**config.mk**
```make
export PLATFORM = sky130hd
export DESIGN_NAME = adc_conversion_control
export DESIGN_NICKNAME = d
export VERILOG_FILES = /design/src/core/_unused_placeholder_removed.sv /design/src/shared/adc_conv_pkg.sv /design/src/core/adc_clock_divider.sv /design/src/core/adc_conversion_control.sv
export VERILOG_INCLUDE_DIRS = /design/src /design/src/shared
export SDC_FILE = /design/constraint.sdc
export NUM_CORES = 1
export LEC_CHECK = 0
export ABC_AREA = 1
export BUFFER_PORTS_ARGS = -buffer_cell sky130_fd_sc_hd__buf_2
export CAP_MARGIN = 20
export CORE_ASPECT_RATIO = 0.8
export CORE_MARGIN = 2
export CORE_UTILIZATION = 35
export CTS_BUF_LIST = sky130_fd_sc_hd__clkbuf_16
export DETAILED_ROUTE_END_ITERATION = 16
export PLACE_DENSITY = 0.57
export SKIP_CTS_REPAIR_TIMING = 1
export SYNTH_ARGS = -nofsm -noshare
export SYNTH_HDL_FRONTEND = slang
export SYNTH_SLANG_ARGS = --single-unit
```
**constraint.sdc**
```tcl
create_clock -name mclk -period 4.5 [get_ports mclk]
set_input_delay 1.35 -clock mclk [delete_from_list [all_inputs] [get_ports mclk]]
set_output_delay 1.35 -clock mclk [all_outputs]
set_load 0.02 [all_outputs]
```
**src/shared/adc_conv_defs.svh**
```systemverilog
/*
 * Register offsets, field positions, reset values and converter-clock
 * counts for the converter control block.
 * Assumes it is included by bare name from files that need it.
 */
`ifndef ADC_CONV_DEFS_SVH
`define ADC_CONV_DEFS_SVH

// ----------------------------------------------------------------------
// register offsets
// ----------------------------------------------------------------------
`define ADC_CH_EN_LOW_ADDR   8'hab
`define ADC_CTRL_ADDR        8'hac
`define ADC_RES_HIGH_ADDR    8'had
`define ADC_RES_LOW_ADDR     8'hae
`define ADC_CLK_SEL_ADDR     8'haf
`define ADC_SH_ADDR          8'hef
`define ADC_CAL_ADDR         16'hffff

// ----------------------------------------------------------------------
// field positions and reset values
// ----------------------------------------------------------------------
`define ADC_CTRL_START       7
`define ADC_CTRL_ALIGN       6
`define ADC_CTRL_MODE        5
`define ADC_CTRL_FWCTL       4
`define ADC_CLK_BGEN         7
`define ADC_CLK_CH8EN        6
`define ADC_CAL_EN           1
`define ADC_CAL_START        0
`define ADC_CAL_RESET        8'h02
`define ADC_REG_RESET        8'h00

// ----------------------------------------------------------------------
// divider factor and counts in converter clocks
// ----------------------------------------------------------------------
`define ADC_DIV_FACTOR       8'h06
`define ADC_HW_SAMPLE_ZERO   9'h004
`define ADC_HW_SAMPLE_BASE   9'h007
`define ADC_HW_CONV_CLKS     9'h00c
`define ADC_FW_CONV_CLKS     9'h010
`define ADC_CAL_CLKS         9'h040
`define ADC_CAL_EXTRA_CLKS   9'h004

`endif

```
**src/core/_unused_placeholder_removed.sv**
```systemverilog
`timescale 1ns/1ps
`default_nettype none
`default_nettype wire

```
**src/shared/adc_conv_pkg.sv**
```systemverilog
/*
 * Types shared by the converter control files.
 * Assumes nothing of its surroundings.
 */
package adc_conv_pkg;
    typedef enum logic [1:0] {ST_IDLE, ST_SAMPLE, ST_CONVERT, ST_CALIB} adc_state_type;
endpackage : adc_conv_pkg

```
**src/core/adc_clock_divider.sv**
```systemverilog
/*
 * Converter clock divider: one tick every 6*(divider_value+1) system clocks.
 * Assumes divider_value comes from logic on the same clock.
 */
`timescale 1ns/1ps
`default_nettype none
`include "adc_conv_defs.svh"

module adc_clock_divider (
    input  wire logic       mclk,
    input  wire logic       sys_rst,
    input  wire logic [4:0] divider_value,
    output logic            tick,
    output logic            clk_level
);
    logic [7:0] cnt_reg;
    logic [7:0] cnt_next;
    logic       tick_reg;
    logic       tick_next;
    logic       level_reg;
    logic       level_next;
    logic [7:0] limit;

    always_comb
    begin
        limit      = (({3'h0, divider_value} + 8'h01) * `ADC_DIV_FACTOR) - 8'h01;
        tick_next  = (cnt_reg >= limit);
        cnt_next   = tick_next ? 8'h00 : cnt_reg + 8'h01;
        level_next = (cnt_next <= (limit >> 1));
    end

    always_ff @(posedge mclk or posedge sys_rst)
    begin
        if (sys_rst)
        begin
            cnt_reg   <= 8'h00;
            tick_reg  <= 1'b0;
            level_reg <= 1'b0;
        end
        else
        begin
            cnt_reg   <= cnt_next;
            tick_reg  <= tick_next;
            level_reg <= level_next;
        end
    end

    assign tick      = tick_reg;
    assign clk_level = level_reg;
endmodule : adc_clock_divider
`default_nettype wire

```
**src/core/adc_conversion_control.sv**
```systemverilog
/*
 * Converter control: special function registers, indirect calibration
 * register, sampling and conversion sequencer, result alignment and
 * conversion-end flag.
 * Assumes an analog core whose result settles before the end of the
 * conversion phase; its data pins are synchronised here.
 */
// Function
// twelve-bit result, nine external inputs offered to the converter.
// enable bits for channels 0..7, bit n for channel n.
// channel 8 enable in bit 6 of the clock-select register.
// setting start begins one single-shot conversion.
// alignment 0: high byte holds bits 11..4, low nibble bits 3..0.
// alignment 1: high nibble reads zero, low byte holds bits 7..0.
// sampling-mode 0 times sampling by hardware, 1 follows firmware bit.
// firmware bit drives sampler in firmware mode, ignored in hardware mode.
// select codes 0..8 route channels, other codes route bandgap.
// bandgap enable in bit 7 of clock-select gates reference in.
// converter clock is system clock over six times (divider plus one).
// hardware mode lasts 16 clocks, or 19 plus sample-hold when nonzero.
// firmware mode lasts the firmware sample interval plus 16 clocks.
// calibration enabled with channel enabled lengthens each conversion.
// calibration start launches calibration, hardware clears it when done.
// software writes 0x00 then 0x03, then polls bit 0 for zero.
// conversion end sets the flag, vector entry clears it.
// interrupt request is the flag gated by the interrupt enable.
// start self-clears at completion, result updates at the same moment.
// start requests during conversion or calibration are ignored.
`timescale 1ns/1ps
`default_nettype none
`include "adc_conv_defs.svh"

module adc_conversion_control (
    input  wire logic        mclk,
    input  wire logic        sys_rst,
    input  wire logic [7:0]  sfr_addr,
    input  wire logic        sfr_wr,
    input  wire logic        sfr_rd,
    input  wire logic [7:0]  sfr_wdata,
    output logic      [7:0]  sfr_rdata,
    input  wire logic [15:0] xram_addr,
    input  wire logic        xram_wr,
    input  wire logic        xram_rd,
    input  wire logic [7:0]  xram_wdata,
    output logic      [7:0]  xram_rdata,
    input  wire logic        conversion_irq_enable,
    input  wire logic        irq_vector_ack,
    input  wire logic [11:0] adc_core_data,
    output logic      [8:0]  converter_channel_n_enable,
    output logic      [9:0]  analog_route,
    output logic             sample_active,
    output logic             convert_active,
    output logic             converter_clock,
    output logic             conversion_end_flag,
    output logic             conversion_irq
);
    adc_conv_pkg::adc_state_type state_reg, state_next;
    logic [8:0]  cnt_reg, cnt_next;
    logic [8:0]  chen_reg, chen_next;
    logic        start_reg, start_next;
    logic        align_reg, align_next;
    logic        mode_reg, mode_next;
    logic        fwctl_reg, fwctl_next;
    logic [3:0]  sel_reg, sel_next;
    logic        bgen_reg, bgen_next;
    logic [4:0]  div_reg, div_next;
    logic [7:0]  sh_reg, sh_next;
    logic        cal_enable_reg, cal_enable_next;
    logic        cal_start_reg, cal_start_next;
    logic [11:0] result_reg, result_next;
    logic        flag_reg, flag_next;
    logic        irq_reg, irq_next;
    logic        sample_reg, sample_next;
    logic        conv_reg, conv_next;
    logic [9:0]  route_reg, route_next;
    logic [7:0]  sfr_rdata_reg, sfr_rdata_next;
    logic [7:0]  xram_rdata_reg, xram_rdata_next;
    logic [11:0] data_meta_reg;
    logic [11:0] data_sync_reg;
    logic        tick;
    logic        clk_level;
    logic        sel_enabled;
    logic        conv_done;
    logic        cal_done;
    logic [8:0]  sample_len;
    logic [8:0]  conv_len;
    logic [8:0]  cnt_inc;

    localparam logic [7:0] cal_reset_value = `ADC_CAL_RESET;

    adc_clock_divider u_divider (
        .mclk          (mclk),
        .sys_rst       (sys_rst),
        .divider_value (div_reg),
        .tick          (tick),
        .clk_level     (clk_level)
    );

    // ------------------------------------------------------------------
    // input routing, one term per external channel
    // ------------------------------------------------------------------
    genvar gi;
    generate
        for (gi = 0; gi < 9; gi = gi + 1)
        begin : g_route
            assign route_next[gi] = chen_reg[gi] && (sel_reg == 4'(gi));
        end
    endgenerate
    assign route_next[9] = bgen_reg && (sel_reg > 4'h8);

    // ------------------------------------------------------------------
    // registers, sequencer and read path
    // ------------------------------------------------------------------
    always_comb
    begin
        state_next  = state_reg;
        cnt_next    = cnt_reg;
        chen_next   = chen_reg;
        start_next  = start_reg;
        align_next  = align_reg;
        mode_next   = mode_reg;
        fwctl_next  = fwctl_reg;
        sel_next    = sel_reg;
        bgen_next   = bgen_reg;
        div_next    = div_reg;
        sh_next     = sh_reg;
        cal_enable_next = cal_enable_reg;
        cal_start_next  = cal_start_reg;
        result_next = result_reg;
        flag_next   = flag_reg;
        sfr_rdata_next  = sfr_rdata_reg;
        xram_rdata_next = xram_rdata_reg;
        sel_enabled = (sel_reg > 4'h8) ? bgen_reg : chen_reg[sel_reg];
        sample_len  = (sh_reg == 8'h00) ? `ADC_HW_SAMPLE_ZERO
                                        : `ADC_HW_SAMPLE_BASE + {1'b0, sh_reg};
        conv_len    = (mode_reg ? `ADC_FW_CONV_CLKS : `ADC_HW_CONV_CLKS)
                    + ((cal_enable_reg && sel_enabled) ? `ADC_CAL_EXTRA_CLKS : 9'h000);
        cnt_inc     = cnt_reg + 9'h001;
        conv_done   = tick && (state_reg == adc_conv_pkg::ST_CONVERT) && (cnt_inc >= conv_len);
        cal_done    = tick && (state_reg == adc_conv_pkg::ST_CALIB) && (cnt_inc >= `ADC_CAL_CLKS);

        if (sfr_wr)
        begin
            case (sfr_addr)
                `ADC_CH_EN_LOW_ADDR: chen_next[7:0] = sfr_wdata;
                `ADC_CTRL_ADDR:
                begin
                    align_next = sfr_wdata[`ADC_CTRL_ALIGN];
                    mode_next  = sfr_wdata[`ADC_CTRL_MODE];
                    fwctl_next = sfr_wdata[`ADC_CTRL_FWCTL];
                    sel_next   = sfr_wdata[3:0];
                    // busy ignores the start bit entirely, writing 0 cannot abort
                    if (state_reg == adc_conv_pkg::ST_IDLE && !cal_start_reg)
                        start_next = sfr_wdata[`ADC_CTRL_START];
                end
                `ADC_CLK_SEL_ADDR:
                begin
                    bgen_next   = sfr_wdata[`ADC_CLK_BGEN];
                    chen_next[8] = sfr_wdata[`ADC_CLK_CH8EN];
                    div_next    = sfr_wdata[4:0];
                end
                `ADC_SH_ADDR: sh_next = sfr_wdata;
                default: ;
            endcase
        end

        if (xram_wr && xram_addr == `ADC_CAL_ADDR)
        begin
            cal_enable_next = xram_wdata[`ADC_CAL_EN];
            if (state_reg == adc_conv_pkg::ST_IDLE && !start_reg)
                cal_start_next = xram_wdata[`ADC_CAL_START];
        end

        case (state_reg)
            adc_conv_pkg::ST_IDLE:
                if (tick && start_reg)
                begin
                    state_next = mode_reg ? adc_conv_pkg::ST_SAMPLE
                                          : adc_conv_pkg::ST_SAMPLE;
                    cnt_next   = 9'h000;
                end
                else if (tick && cal_start_reg)
                begin
                    state_next = adc_conv_pkg::ST_CALIB;
                    cnt_next   = 9'h000;
                end
            adc_conv_pkg::ST_SAMPLE:
                if (tick)
                begin
                    cnt_next = cnt_inc;
                    if (mode_reg ? !fwctl_reg : (cnt_inc >= sample_len))
                    begin
                        state_next = adc_conv_pkg::ST_CONVERT;
                        cnt_next   = 9'h000;
                    end
                end
            adc_conv_pkg::ST_CONVERT:
                if (tick)
                begin
                    cnt_next = cnt_inc;
                    if (conv_done)
                    begin
                        state_next  = adc_conv_pkg::ST_IDLE;
                        start_next  = 1'b0;
                        result_next = data_sync_reg;
                    end
                end
            adc_conv_pkg::ST_CALIB:
                if (tick)
                begin
                    cnt_next = cnt_inc;
                    if (cal_done)
                    begin
                        state_next = adc_conv_pkg::ST_IDLE;
                        cal_start_next = 1'b0;
                    end
                end
            default:
                state_next = adc_conv_pkg::ST_IDLE;
        endcase

        // vector entry clears, a completion in the same cycle wins
        if (irq_vector_ack)
            flag_next = 1'b0;
        if (conv_done)
            flag_next = 1'b1;
        irq_next = flag_next && conversion_irq_enable;

        sample_next = mode_reg ? (fwctl_next && state_next != adc_conv_pkg::ST_CONVERT
                                 && state_next != adc_conv_pkg::ST_CALIB)
                               : (state_next == adc_conv_pkg::ST_SAMPLE);
        conv_next   = (state_next == adc_conv_pkg::ST_CONVERT);

        if (sfr_rd)
        begin
            case (sfr_addr)
                `ADC_CH_EN_LOW_ADDR: sfr_rdata_next = chen_reg[7:0];
                `ADC_CTRL_ADDR:
                    sfr_rdata_next = {start_reg, align_reg, mode_reg, fwctl_reg, sel_reg};
                `ADC_RES_HIGH_ADDR:
                    sfr_rdata_next = align_reg ? {4'h0, result_reg[11:8]}
                                               : result_reg[11:4];
                `ADC_RES_LOW_ADDR:
                    sfr_rdata_next = align_reg ? result_reg[7:0]
                                               : {4'h0, result_reg[3:0]};
                `ADC_CLK_SEL_ADDR:
                    sfr_rdata_next = {bgen_reg, chen_reg[8], 1'b0, div_reg};
                `ADC_SH_ADDR: sfr_rdata_next = sh_reg;
                default: sfr_rdata_next = 8'h00;
            endcase
        end
        if (xram_rd)
            xram_rdata_next = (xram_addr == `ADC_CAL_ADDR) ? {6'h00, cal_enable_reg, cal_start_reg}
                                                           : 8'h00;
    end

    always_ff @(posedge mclk or posedge sys_rst)
    begin
        if (sys_rst)
        begin
            state_reg      <= adc_conv_pkg::ST_IDLE;
            cnt_reg        <= 9'h000;
            chen_reg       <= 9'h000;
            start_reg      <= 1'b0;
            align_reg      <= 1'b0;
            mode_reg       <= 1'b0;
            fwctl_reg      <= 1'b0;
            sel_reg        <= 4'h0;
            bgen_reg       <= 1'b0;
            div_reg        <= 5'h00;
            sh_reg         <= `ADC_REG_RESET;
            cal_enable_reg <= cal_reset_value[`ADC_CAL_EN];
            cal_start_reg  <= cal_reset_value[`ADC_CAL_START];
            result_reg     <= 12'h000;
            flag_reg       <= 1'b0;
            irq_reg        <= 1'b0;
            sample_reg     <= 1'b0;
            conv_reg       <= 1'b0;
            route_reg      <= 10'h000;
            sfr_rdata_reg  <= 8'h00;
            xram_rdata_reg <= 8'h00;
            data_meta_reg  <= 12'h000;
            data_sync_reg  <= 12'h000;
        end
        else
        begin
            state_reg      <= state_next;
            cnt_reg        <= cnt_next;
            chen_reg       <= chen_next;
            start_reg      <= start_next;
            align_reg      <= align_next;
            mode_reg       <= mode_next;
            fwctl_reg      <= fwctl_next;
            sel_reg        <= sel_next;
            bgen_reg       <= bgen_next;
            div_reg        <= div_next;
            sh_reg         <= sh_next;
            cal_enable_reg <= cal_enable_next;
            cal_start_reg  <= cal_start_next;
            result_reg     <= result_next;
            flag_reg       <= flag_next;
            irq_reg        <= irq_next;
            sample_reg     <= sample_next;
            conv_reg       <= conv_next;
            route_reg      <= route_next;
            sfr_rdata_reg  <= sfr_rdata_next;
            xram_rdata_reg <= xram_rdata_next;
            data_meta_reg  <= adc_core_data;
            data_sync_reg  <= data_meta_reg;
        end
    end

    assign sfr_rdata                  = sfr_rdata_reg;
    assign xram_rdata                 = xram_rdata_reg;
    assign converter_channel_n_enable = chen_reg;
    assign analog_route               = route_reg;
    assign sample_active              = sample_reg;
    assign convert_active             = conv_reg;
    assign converter_clock            = clk_level;
    assign conversion_end_flag        = flag_reg;
    assign conversion_irq             = irq_reg;

    // ------------------------------------------------------------------
    // checks
    // ------------------------------------------------------------------
    logic [9:0] span_reg;
    always_ff @(posedge mclk or posedge sys_rst)
    begin
        if (sys_rst)
            span_reg <= 10'h000;
        else if (state_reg == adc_conv_pkg::ST_IDLE)
            span_reg <= 10'h000;
        else if (tick && state_reg != adc_conv_pkg::ST_CALIB)
            span_reg <= span_reg + 10'h001;
    end
endmodule : adc_conversion_control
`default_nettype wire

```
* Word level (Yosys, flattened, before mapping)
Index checks and enable logic that the tools add are counted.
Widths: inputs -> output; s select.
** Operators by class
- Divide/modulo/power cells :: 0
- Bitwise gates (word level) :: 0
- Shift-type cells :: 0
- Add/subtract/negate cells :: 6
- Reduce and logical (&&, ||, !) cells :: 36
- Eq/ne operators :: 25
- Multiplexer cells :: 43
- Order comparisons :: 7
- $mul :: 1
** Operators with widths (count)
- $mux 9 :: 6
- $eq 8x8->1 const B :: 6
- $pmux 8 s6 :: 1
- $pmux 9 s3 :: 1
- $mux 8 :: 3
- $logic_and 1x1->1 :: 23
- $mux 1 :: 19
- $mux 2 :: 9
- $eq 16x16->1 const B :: 1
- $eq 4x3->1 const B :: 4
- $add 3x8->9 const A :: 1
- $add 9x1->9 const B :: 1
- $ge 9x6->1 :: 1
- $ge 9x7->1 const B :: 1
- $ge 9x9->1 :: 1
- $add 8x1->8 const B :: 1
- $eq 4x2->1 const B :: 2
- $ge 8x8->1 :: 1
- $le 8x7->1 :: 1
- $logic_not 8->1 :: 1
- $mul 8x2->7 const B :: 1
- $pmux 2 s4 :: 1
- $reduce_and 2->1 :: 4
- $sub 8x1->8 const B :: 1
- other kinds (19) :: 27
** Word-level totals
- Memories :: 0
- Logic and storage cells :: 145
- Memory bits (read-only) :: 0
- Bits in registers :: 120
- Bits in writable memories :: 0
- Output and inout bits :: 40
- Input bits :: 60
- Latch bits :: 0

* Depth between registers and ports, before layout
Gate-level depths: netlist of run 1.
- Word-level depth :: 15
- Mapped depth :: 27
- Mapped depth without buffers :: 27

* Modules after synthesis
Synthesis of run 1 repeated with hierarchy kept, for this count alone.
** Unflattened totals
- Cell total of the unflattened synthesis :: 731
- Area total of the unflattened synthesis :: 6073.3 µm²
** By module, submodules not included
- adc_conversion_control :: area each 4969.8 µm², times used 1, sequential area each 2603.7 µm², cells an instance 576
- adc_clock_divider :: area each 1103.6 µm², times used 1, sequential area each 250.2 µm², cells an instance 155

* Worst setup path before layout of run 1
OpenSTA, ideal clock, no wires.
- Path kind :: register -> register
- From :: register div_reg[0]
- To :: register u_divider.level_reg, in the netlist u_divider.clk_level
- Setup time :: 0.078 ns
- Period minus slack after synthesis :: 3.966 ns
- Stages on the path, launching flop included :: 24
- Path buffers :: 0
- Data required time :: 4.422 ns
- Setup slack :: 0.534 ns
- Arrival :: 3.889 ns
- Path through :: dfrtp_1 -> ha_1 -> xor2_1 -> ha_1 -> a21oi_1 -> nand2_1 -> a21oi_1 -> nor2_1 -> nor2_1 -> xor2_1 -> xnor2_1 -> ha_1 -> nand2_1 -> inv_1 -> nand4_1 -> o211ai_1 -> nor3b_1 -> ha_1 -> a21oi_1 -> o31ai_1 -> nand3_1 -> nand2_1 -> a21o_1 -> a21oi_1
** Between the ends
- Longest elaborated chain between the ends :: 6
** RTL lines
- start, declared :: line adc_conversion_control.sv:66 : logic [4:0] div_reg, div_next;
- start signal, assigned :: line adc_conversion_control.sv:296 : div_reg <= div_next;
- $add 5x1->6 :: line adc_clock_divider.sv:26 : limit = (({3'h0, divider_value} + 8'h01) * `ADC_DIV_FACTOR) - 8'h01;
- $mul 8x2->7 (no line)
- $sub 8x1->8 :: line adc_clock_divider.sv:26
- $ge 8x8->1 :: line adc_clock_divider.sv:27 : tick_next = (cnt_reg >= limit);
- named net u_divider.tick_next :: line adc_clock_divider.sv:19 : logic tick_next;
- $mux 8 :: line adc_clock_divider.sv:28 : cnt_next = tick_next ? 8'h00 : cnt_reg + 8'h01;
- named net u_divider.cnt_next[3] :: line adc_clock_divider.sv:17 : logic [7:0] cnt_next;
- $le 8x7->1 :: line adc_clock_divider.sv:29 : level_next = (cnt_next <= (limit >> 1));
- named net u_divider.level_next :: line adc_clock_divider.sv:21 : logic level_next;
- end signal, assigned :: line adc_clock_divider.sv:44 : level_reg <= level_next;
- end, declared :: line adc_clock_divider.sv:20 : logic level_reg;
The timed path passes the listed nets, and every way through them passes these cells.
A chain may end at the register's enable or synchronous reset.

* Final worst setup path of run 1
- From :: register div_reg[1]
- To :: register u_divider.level_reg, in the netlist u_divider.clk_level
The elaborated chain is that of the path after synthesis.

==> flow_summary.yaml, run 1 <==
clock_tree:
  cts_buffer_depth: 2
  cts_tree: "done"
  clkTransAtPathRegs_ns: 0.05
  clk_latency_ns: 0.42
  numCtsBuffers: 17
  clock-sinks: 114
  cts_max_level: 4
  cts-root-buf: "clkbuf_16"
pwr:
  ir_worst_vdd_uv: 307
  powerDensity_nw_per_um2: 487
  finalPower_mw: 3.60
  leakage_nw: 3.99
routing:
  drt_iter0_drc: 262
  drt-total-wl_mm: 14.2
  vias: 4802
  drc_errors: 0
  antenna_left: 0
  routedWlPerCell_um: 13.5
  via_per_inst: 4.57
  drtPass1Iterations: 5
synthesis:
  ys_ff_latch: 114
  synthCells: 705
  synth_area_um2: 6000
  ys_seq_area_share_pct: 47.6
  synth.distinct_cells: 42
  synth_warnings: 0
  avgSynthCellArea_um2: 8.50
cells_and_area:
  layout-drive-gt1-share_pct: 20.8
  area_delta_synth_final_pct: 23.3
  stdcell_count: 1051
  nNetsFinal: 918
  fin_area_um2: 7390
  diodes: 0
critical_path:
  crit_slowest_cell: "dfrtp_1"
  crit_path_max_fanout: 4
  start_kind: "flip-flop"
  cpLargestDelayFamily: "compound AO/OA/AOI/OAI gates"
  slowest_delay_ns: 0.38
  worstPathRequired_ns: 4.84
  critPathArrivalTime_ns: 4.55
  cp_num_buf_inv: 6
  end_kind: "flip-flop"
  worstSetupPathType: "flip-flop to flip-flop"
min_path:
  min_path_type: "flip-flop to flip-flop"
placed_design:
  dp_hpwl_mm: 10.7
  gp_congestion: 0.818
  dpl_cell_area_um2: 6750
  port_buffers: 87
  place_inst: 1017
global_route:
  grt_pass1_wl_mm: 22.9
  grt_max_degree: 73
  antenna_found_initial: 0
  grt_remaining_overflow: 0
  grt_pass1_vias: 4437
  track_usage_pct: 16.5
timing:
  fmax_ghz: 0.237
  fin_crit_sh_pct: 93.6
  maxSlewHeadroom_pct: 40.1
  worst-slew-pin-transition_ns: 0.899
  setup_viol: 0
  final_max_slew_viol_count: 0
  finalCriticalPeriod_ns: 4.21
  whs_ns: 0.344
  final-hold-violation-count: 0
  clock-skew-final_ns: 0.00810
floorplanning:
  start_util_pct: 36.0
  fp-row-count: 42
  core_um2: 16700
  die_w_um: 150
  pin_count: 100
  die_h_um: 121
  dieArea_um2: 18200
status:
  status: "complete, no violations"
run:
  max_cap_viol_count: 0
[per-layer routing]
metal / part of all wire (%) / global-route usage, % / wire (µm)
met3: 7.4 / 4.44 / 1050
met2: 41 / 22.8 / 5820
met4: 0.93 / 5.13 / 132
met1: 51 / 25.0 / 7200
met5: 0 / 0 / 0
[metrics by stage]
stage                     util [%]  setup TNS [ns]  setup slack (ns)
after floorplan                  -               0             0.136
after global placement        40.5               0             0.122
after detailed placement      40.5               0            0.0314
after CTS                     43.8               0            0.0284
after global routing          44.4         -0.0320           -0.0320
final                         44.4               0             0.289
[cell families after synthesis]
family	Yosys count	share of synthesized area (%)
AOI/OAI and AO/OA	104	9.77
xor gates and xnor gates	15	2.19
adders and majority gates	40	8.47
buffers and inverters	118	7.93
DFF	114	47.6
muxes	13	2.50
other	1	0.0625
and+or+nand+nor	300	21.5
[layout by cell type (no fill, tap or decap), drive strengths merged, types with 3 or more instances in the layout]
| cell type | n |
|---|---|
| o31ai | 6 |
| o22ai | 14 |
| dfrtp | 113 |
| ha | 39 |
| o211ai | 4 |
| xnor2 | 3 |
| buf | 104 |
| a21boi | 4 |
| clkinvlp | 3 |
| clkinv | 9 |
| xor2 | 12 |
| inv | 104 |
| a21oi | 26 |
| nor3b | 3 |
| nor4 | 6 |
| conb | 6 |
| or2 | 3 |
| a31oi | 5 |
| nor2 | 65 |
| o21ai | 43 |
| nor3 | 11 |
| nand2 | 168 |
| clkbuf | 17 |
| mux2 | 13 |
| nand4 | 8 |
| nand3 | 34 |
[where the power goes]
part | internal [mW] | switching, mW
Combinational | 0.474 | 0.649
Clock | 0.795 | 0.461
Sequential | 1.13 | 0.0911
[area by class of cell]
type                            count  area (µm²)
Clock inverter                     15         125
Sequential cell                   114        2860
Multi-Input combinational cell    478        2760
Clock buffer                       17         425
Inverter                          103         389
Fill cell                        1650        9270
Tap cell                          220         275
Timing Repair Buffer              104         563
[worst paths after layout]
| path | startpoint | endpoint | slack [ns] | depth (start not counted) |
|---|---|---|---|---|
| max | div_reg[1]$_DFFE_PP0P_ | u_divider.clk_level$_DFF_PP0_ | 0.29 | 26 |
| min | data_meta_reg[2]$_DFF_PP0_ | data_sync_reg[2]$_DFF_PP0_ | 0.34 | 0 |
| max reg2reg | div_reg[1]$_DFFE_PP0P_ | u_divider.clk_level$_DFF_PP0_ | 0.29 | 26 |
| min reg2reg | data_meta_reg[2]$_DFF_PP0_ | data_sync_reg[2]$_DFF_PP0_ | 0.34 | 0 |
| max in group asynchronous | sys_rst | div_reg[0]$_DFFE_PP0P_ | 2.48 | 3 |
| min in group asynchronous | sys_rst | data_meta_reg[9]$_DFF_PP0_ | 1.14 | 2 |
[cells in the mapped netlist, drive strengths merged]
cell | number | share of area, %
a31oi | 5 | 0.52
fa | 1 | 0.33
o221ai | 1 | 0.15
mux2 | 13 | 2.5
a21oi | 26 | 2.2
or2 | 3 | 0.31
nor3b | 3 | 0.38
a21o | 1 | 0.13
clkbuf | 6 | 0.38
o21ai | 43 | 3.6
buf | 9 | 1.1
xnor2 | 3 | 0.44
a21boi | 4 | 0.50
nand3 | 34 | 2.9
nor3 | 11 | 0.92
dfrtp | 113 | 47
ha | 39 | 8.1
nand4 | 8 | 0.83
o211ai | 4 | 0.50
nand2 | 168 | 11
conb | 1 | 0.063
inv | 103 | 6.4
nor2 | 65 | 4.3
dfstp | 1 | 0.44
nor4 | 6 | 0.73
and3 | 2 | 0.21
o22ai | 14 | 1.5
xor2 | 12 | 1.8
o31ai | 6 | 0.75
Power figures use the tool's default switching activity.
==> inputs of run 2 (changes only) <==
MAX_ROUTING_LAYER = met4   (was unset)
==> flow_summary.yaml, run 2 (synthesis results as in run 1) <==
timing:
  fmax_ghz: 0.237
  finalCriticalPeriod_ns: 4.21
  setup_viol: 0
  whs_ns: 0.344
  maxSlewHeadroom_pct: 40.2
  worst-slew-pin-transition_ns: 0.897
  fin_crit_sh_pct: 93.7
  final-hold-violation-count: 0
  clock-skew-final_ns: 0.00684
  final_max_slew_viol_count: 0
routing:
  vias: 4796
  drtPass1Iterations: 5
  via_per_inst: 4.56
  drt_iter0_drc: 213
  routedWlPerCell_um: 13.5
  drt-total-wl_mm: 14.2
  drc_errors: 0
  antenna_left: 0
pwr:
  leakage_nw: 3.99
  powerDensity_nw_per_um2: 487
  ir_worst_vdd_uv: 307
clock_tree:
  cts_tree: "done"
  cts_max_level: 4
  clk_latency_ns: 0.41
  numCtsBuffers: 17
  cts_buffer_depth: 2
  cts-root-buf: "clkbuf_16"
  clkTransAtPathRegs_ns: 0.05
  clock-sinks: 114
min_path:
  holdPathEnd: "data_sync_reg[2]$_DFF_PP0_"
  min_from: "data_meta_reg[2]$_DFF_PP0_"
  min_path_type: "flip-flop to flip-flop"
  hold_depth: 0
placed_design:
  dp_hpwl_mm: 10.7
  gp_congestion: 0.830
  port_buffers: 87
cells_and_area:
  final_core_utilization_pct: 44.4
  diodes: 0
  nNetsFinal: 918
  fillCellCount: 1650
  mostFrequentLayoutCells: "nand2_1 (162), dfrtp_1 (111), inv_1 (100)"
  final_common_cell: "nand2_1"
  area_delta_synth_final_pct: 23.3
  layout-drive-gt1-share_pct: 20.8
floorplanning:
  die_w_um: 150
  die_h_um: 121
  core_um2: 16700
  start_util_pct: 36.0
  dieArea_um2: 18200
  pin_count: 100
  fp-row-count: 42
critical_path:
  rrSetupSlack_ns: 0.29
  slowest_delay_ns: 0.38
  crit_slowest_cell: "dfrtp_1"
  critPathArrivalTime_ns: 4.51
  end_kind: "flip-flop"
  worstSetupPathType: "flip-flop to flip-flop"
  crit_path_max_fanout: 4
  worstPathRequired_ns: 4.79
  start_kind: "flip-flop"
  r2r_start: "div_reg[1]$_DFFE_PP0P_"
  path_common_cell: "inv_1"
  timing.rr.end: "u_divider.clk_level$_DFF_PP0_"
  worst-r2r-cell-count: 29
  crit_start: "div_reg[1]$_DFFE_PP0P_"
global_route:
  grt_pass1_wl_mm: 22.9
  track_usage_pct: 17.0
  grt_remaining_overflow: 0
  grt_pass1_vias: 4429
  antenna_found_initial: 0
  grt_max_degree: 73
status:
  status: "complete, no violations"
run:
  max_cap_viol_count: 0
-- run 2: cell counts in the layout (fill, tap and decap cells not counted) --
Identical to the previous run, type by type.
-- run 2: how the worst max path moves through the flow --
stage / end / slack [ns] / cells after the start
2_1_floorplan: align_reg$_DFFE_PP0P_ / 0.14 / 1
4_1_cts: u_divider.clk_level$_DFF_PP0_ / 0.03 / 23
6_report: u_divider.clk_level$_DFF_PP0_ / 0.29 / 29
3_3_place_gp: u_divider.clk_level$_DFF_PP0_ / 0.12 / 23
5_1_grt: u_divider.clk_level$_DFF_PP0_ / -0.03 / 29
3_5_place_dp: u_divider.clk_level$_DFF_PP0_ / 0.03 / 23
-- run 2: report_power, final --
group          switching [mW]  internal (mW)
combinational           0.647          0.474
clock                   0.459          0.795
sequential             0.0907           1.13
-- run 2: layout make-up --
class	instances	area [µm²]	share of cell area [%]
sequential	114	2860	38.6
multi-input combinational	478	2760	37.3
timing repair buffer	104	563	7.62
clock buffer	17	425	5.76
inverter	103	389	5.26
tap	220	275	3.72
clock inverter	15	125	1.69
-- run 2: critical path: cells and delay by family (launching register included) --
kind | cells | cell delay [ns]
AO/OA/AOI/OAI | 8 | 1.16
AND/OR/NAND/NOR | 9 | 0.81
buffers and inverters | 7 | 0.65
adder cells (fa/ha/maj) | 3 | 0.73
flip-flops | 1 | 0.38
XOR/XNOR | 2 | 0.40
-- run 2: layer usage --
| layer | track usage [%] | share of wire [%] | wire length (µm) | vias to the layer above |
|---|---|---|---|---|
| met5 | - | 0 | 0 | - |
| met4 | 4.95 | 0.85 | 121 | 0 |
| met3 | 4.51 | 7.3 | 1030 | 12 |
| met2 | 22.7 | 41 | 5810 | 130 |
| met1 | 25.1 | 51 | 7200 | 2141 |
| li1 | - | - | - | 2513 |
-- run 2: stage by stage --
| stage | instance area [µm²] | cells | power (mW) | setup WS (ns) | setup TNS, ns |
|---|---|---|---|---|---|
| 2_1_floorplan | 6010 | 710 | 1.97 | 0.136 | 0 |
| 3_3_place_gp | 6750 | 1017 | 2.27 | 0.122 | 0 |
| 3_5_place_dp | 6750 | 1017 | 2.28 | 0.0314 | 0 |
| 4_1_cts | 7300 | 1049 | 3.56 | 0.0284 | 0 |
| 5_1_grt | 7390 | 1051 | 3.87 | -0.0320 | -0.0320 |
| 6_report | 7390 | 1051 | 3.60 | 0.285 | 0 |
==> inputs of run 3 (changes only) <==
ABC_AREA = 0   (was 1)
ABC_CLOCK_PERIOD_IN_PS = 4500   (was unset)
==> flow_summary.yaml, run 3 <==
placed_design:
  place_inst: 833
  dpl_cell_area_um2: 6620
  gp_congestion: 0.895
  dp_hpwl_mm: 10.9
  port_buffers: 87
synthesis:
  synth_top_area_share_pct: 47.9
  ys_seq_area_share_pct: 48.3
  ys_ff_latch: 114
  synthCells: 530
  synth_area_um2: 5910
  avgSynthCellArea_um2: 11.1
  yosys.area.top_type: "dfrtp_1"
  ys.flop_type: "dfrtp_1"
  synth_warnings: 0
  synth.distinct_cells: 60
  synthArstFlopShare_pct: 100
  synth-edff-count: 0
  yosysMostFrequentCell: "dfrtp_1"
  synthTopCellsByArea: "dfrtp_1 (48%), ha_1 (8.3%), mux2_2 (6.7%)"
  synthTopCellsByCount: "dfrtp_1 (113), ha_1 (39), mux2_2 (35)"
global_route:
  use_met3_pct: 3.62
  track_usage_pct: 17.3
  antenna_found_initial: 0
  grt_pass1_wl_mm: 23.3
  grt_remaining_overflow: 0
  grt_max_degree: 63
  grt_util_met2_pct: 25.1
  met1_usage_pct: 23.4
  top_usage_layer: "met2"
  grt_pass1_vias: 4515
timing:
  fin_crit_sh_pct: 94.9
  worst-slew-pin-transition_ns: 0.760
  clock-skew-final_ns: 0.00677
  final-hold-violation-count: 0
  maxSlewHeadroom_pct: 49.3
  finalCriticalPeriod_ns: 4.27
  final_max_slew_viol_count: 0
  setup_viol: 0
  fmax_ghz: 0.234
routing:
  vias: 4545
  antenna_left: 0
  drtPass1Iterations: 4
  routedWlPerCell_um: 16.7
  drt-total-wl_mm: 14.5
  drt_iter0_drc: 262
  drc_errors: 0
  via_per_inst: 5.24
floorplanning:
  core_um2: 16600
  die_w_um: 149
  fp-row-count: 42
  dieArea_um2: 17900
  die_h_um: 120
  pin_count: 100
  start_util_pct: 35.7
pwr:
  ir_worst_vdd_uv: 271
  leakage_nw: 3.52
  powerDensity_nw_per_um2: 439
cells_and_area:
  mostFrequentLayoutCells: "dfrtp_1 (111), buf_2 (88), ha_1 (38)"
  nNetsFinal: 735
  fillCellCount: 1549
  fin_area_um2: 7330
  final_common_cell: "dfrtp_1"
  layout-drive-gt1-share_pct: 31.5
  stdcell_count: 868
  area_delta_synth_final_pct: 24.0
  diodes: 0
clock_tree:
  cts_max_level: 4
  cts_buffer_depth: 2
  cts-root-buf: "clkbuf_16"
  numCtsBuffers: 17
  clock-sinks: 114
  clk_latency_ns: 0.42
  clkTransAtPathRegs_ns: 0.05
  cts_tree: "done"
status:
  status: "complete, no violations"
min_path:
  hold_depth: 0
  holdPathEnd: "data_sync_reg[9]$_DFF_PP0_"
  min_from: "data_meta_reg[9]$_DFF_PP0_"
  min_path_type: "flip-flop to flip-flop"
critical_path:
  end_kind: "flip-flop"
  critPathArrivalTime_ns: 4.61
  start_kind: "flip-flop"
  crit_path_max_fanout: 5
  rrSetupSlack_ns: 0.23
  timing.rr.end: "u_divider.clk_level$_DFF_PP0_"
  worstSetupPathType: "flip-flop to flip-flop"
  r2r_start: "div_reg[0]$_DFFE_PP0P_"
  worstPathRequired_ns: 4.84
  worst-r2r-cell-count: 21
run:
  max_cap_viol_count: 0
==> run 3: cell types whose count changed after synthesis, sizes merged, moves of 16 or more <==
cell / change
inv: -79
nor2: -32
o21ai: -22
xnor2: +16
mux2: +31
nand2: -138
==> run 3: where the power goes <==
| part | switching, mW | internal [mW] |
|---|---|---|
| Clock | 0.486 | 0.865 |
| Sequential | 0.111 | 1.11 |
| Combinational | 0.358 | 0.291 |
==> run 3: kinds of logic after synthesis <==
| kind of cell | Yosys count | share of synthesized area [%] |
|---|---|---|
| mux | 55 | 10.8 |
| xor+xnor | 31 | 4.60 |
| compound gates | 95 | 10.9 |
| other cells | 1 | 0.0635 |
| buf+inv | 44 | 3.43 |
| fa+ha+maj | 40 | 8.60 |
| flops | 114 | 48.3 |
| simple gates | 150 | 13.3 |
==> run 3: layout make-up <==
type	count	area [µm²]	share of cell area, %
clock inverter	15	166	2.27
multi-input combinational	377	2970	40.6
inverter	24	92.6	1.26
clock buffer	17	425	5.81
tap	220	275	3.76
timing repair buffer	101	538	7.34
sequential	114	2860	39.0
==> run 3: per-layer routing <==
metal,part of all wire (%),vias to the layer above
met5,0,-
met4,2.2,0
met3,6.5,25
met2,45,147
met1,46,2223
li1,-,2150
==> run 3: stage by stage <==
| stage | worst slack [ns] | hold WS [ns] | setup TNS [ns] | utilization [%] | power, mW |
|---|---|---|---|---|---|
| 3_3_place_gp | 0.141 | 0.333 | 0 | 39.9 | 1.81 |
| 4_1_cts | 0.0490 | 0.348 | 0 | 43.5 | 3.19 |
| 6_report | 0.231 | 0.347 | 0 | 44.3 | 3.22 |
| 5_1_grt | -0.0341 | 0.352 | -0.0341 | 44.3 | 3.39 |
| 2_1_floorplan | 0.131 | 0.331 | 0 | - | 1.63 |
| 3_5_place_dp | 0.0711 | 0.335 | 0 | 40.0 | 1.83 |
==> run 3: critical path, cell delays in order (launching register included) <==
cell	delay, ns
dfrtp_2	0.43
ha_2	0.22
xor2_1	0.14
buf_4	0.16
fa_2	0.41
a21o_1	0.20
a21oi_2	0.17
xnor2_2	0.11
nor2_1	0.15
nand2_1	0.11
xnor2_2	0.17
ha_1	0.23
nor3_2	0.21
a31oi_2	0.13
nor2_2	0.15
ha_1	0.25
nor2b_1	0.13
o21a_1	0.15
o21ai_0	0.13
a21oi_1	0.07
or3_1	0.32
a21oi_2	0.14
==> run 3: worst max path at each step <==
stage	slack, ns	from	end	cells past startpoint
after floorplan	0.13	div_reg[0]$_DFFE_PP0P_	u_divider.clk_level$_DFF_PP0_	19
after global placement	0.14	div_reg[0]$_DFFE_PP0P_	u_divider.clk_level$_DFF_PP0_	20
after detailed placement	0.07	div_reg[0]$_DFFE_PP0P_	u_divider.clk_level$_DFF_PP0_	21
after CTS	0.05	div_reg[0]$_DFFE_PP0P_	u_divider.clk_level$_DFF_PP0_	21
after global routing	-0.03	div_reg[0]$_DFFE_PP0P_	u_divider.clk_level$_DFF_PP0_	21
final	0.23	div_reg[0]$_DFFE_PP0P_	u_divider.clk_level$_DFF_PP0_	21
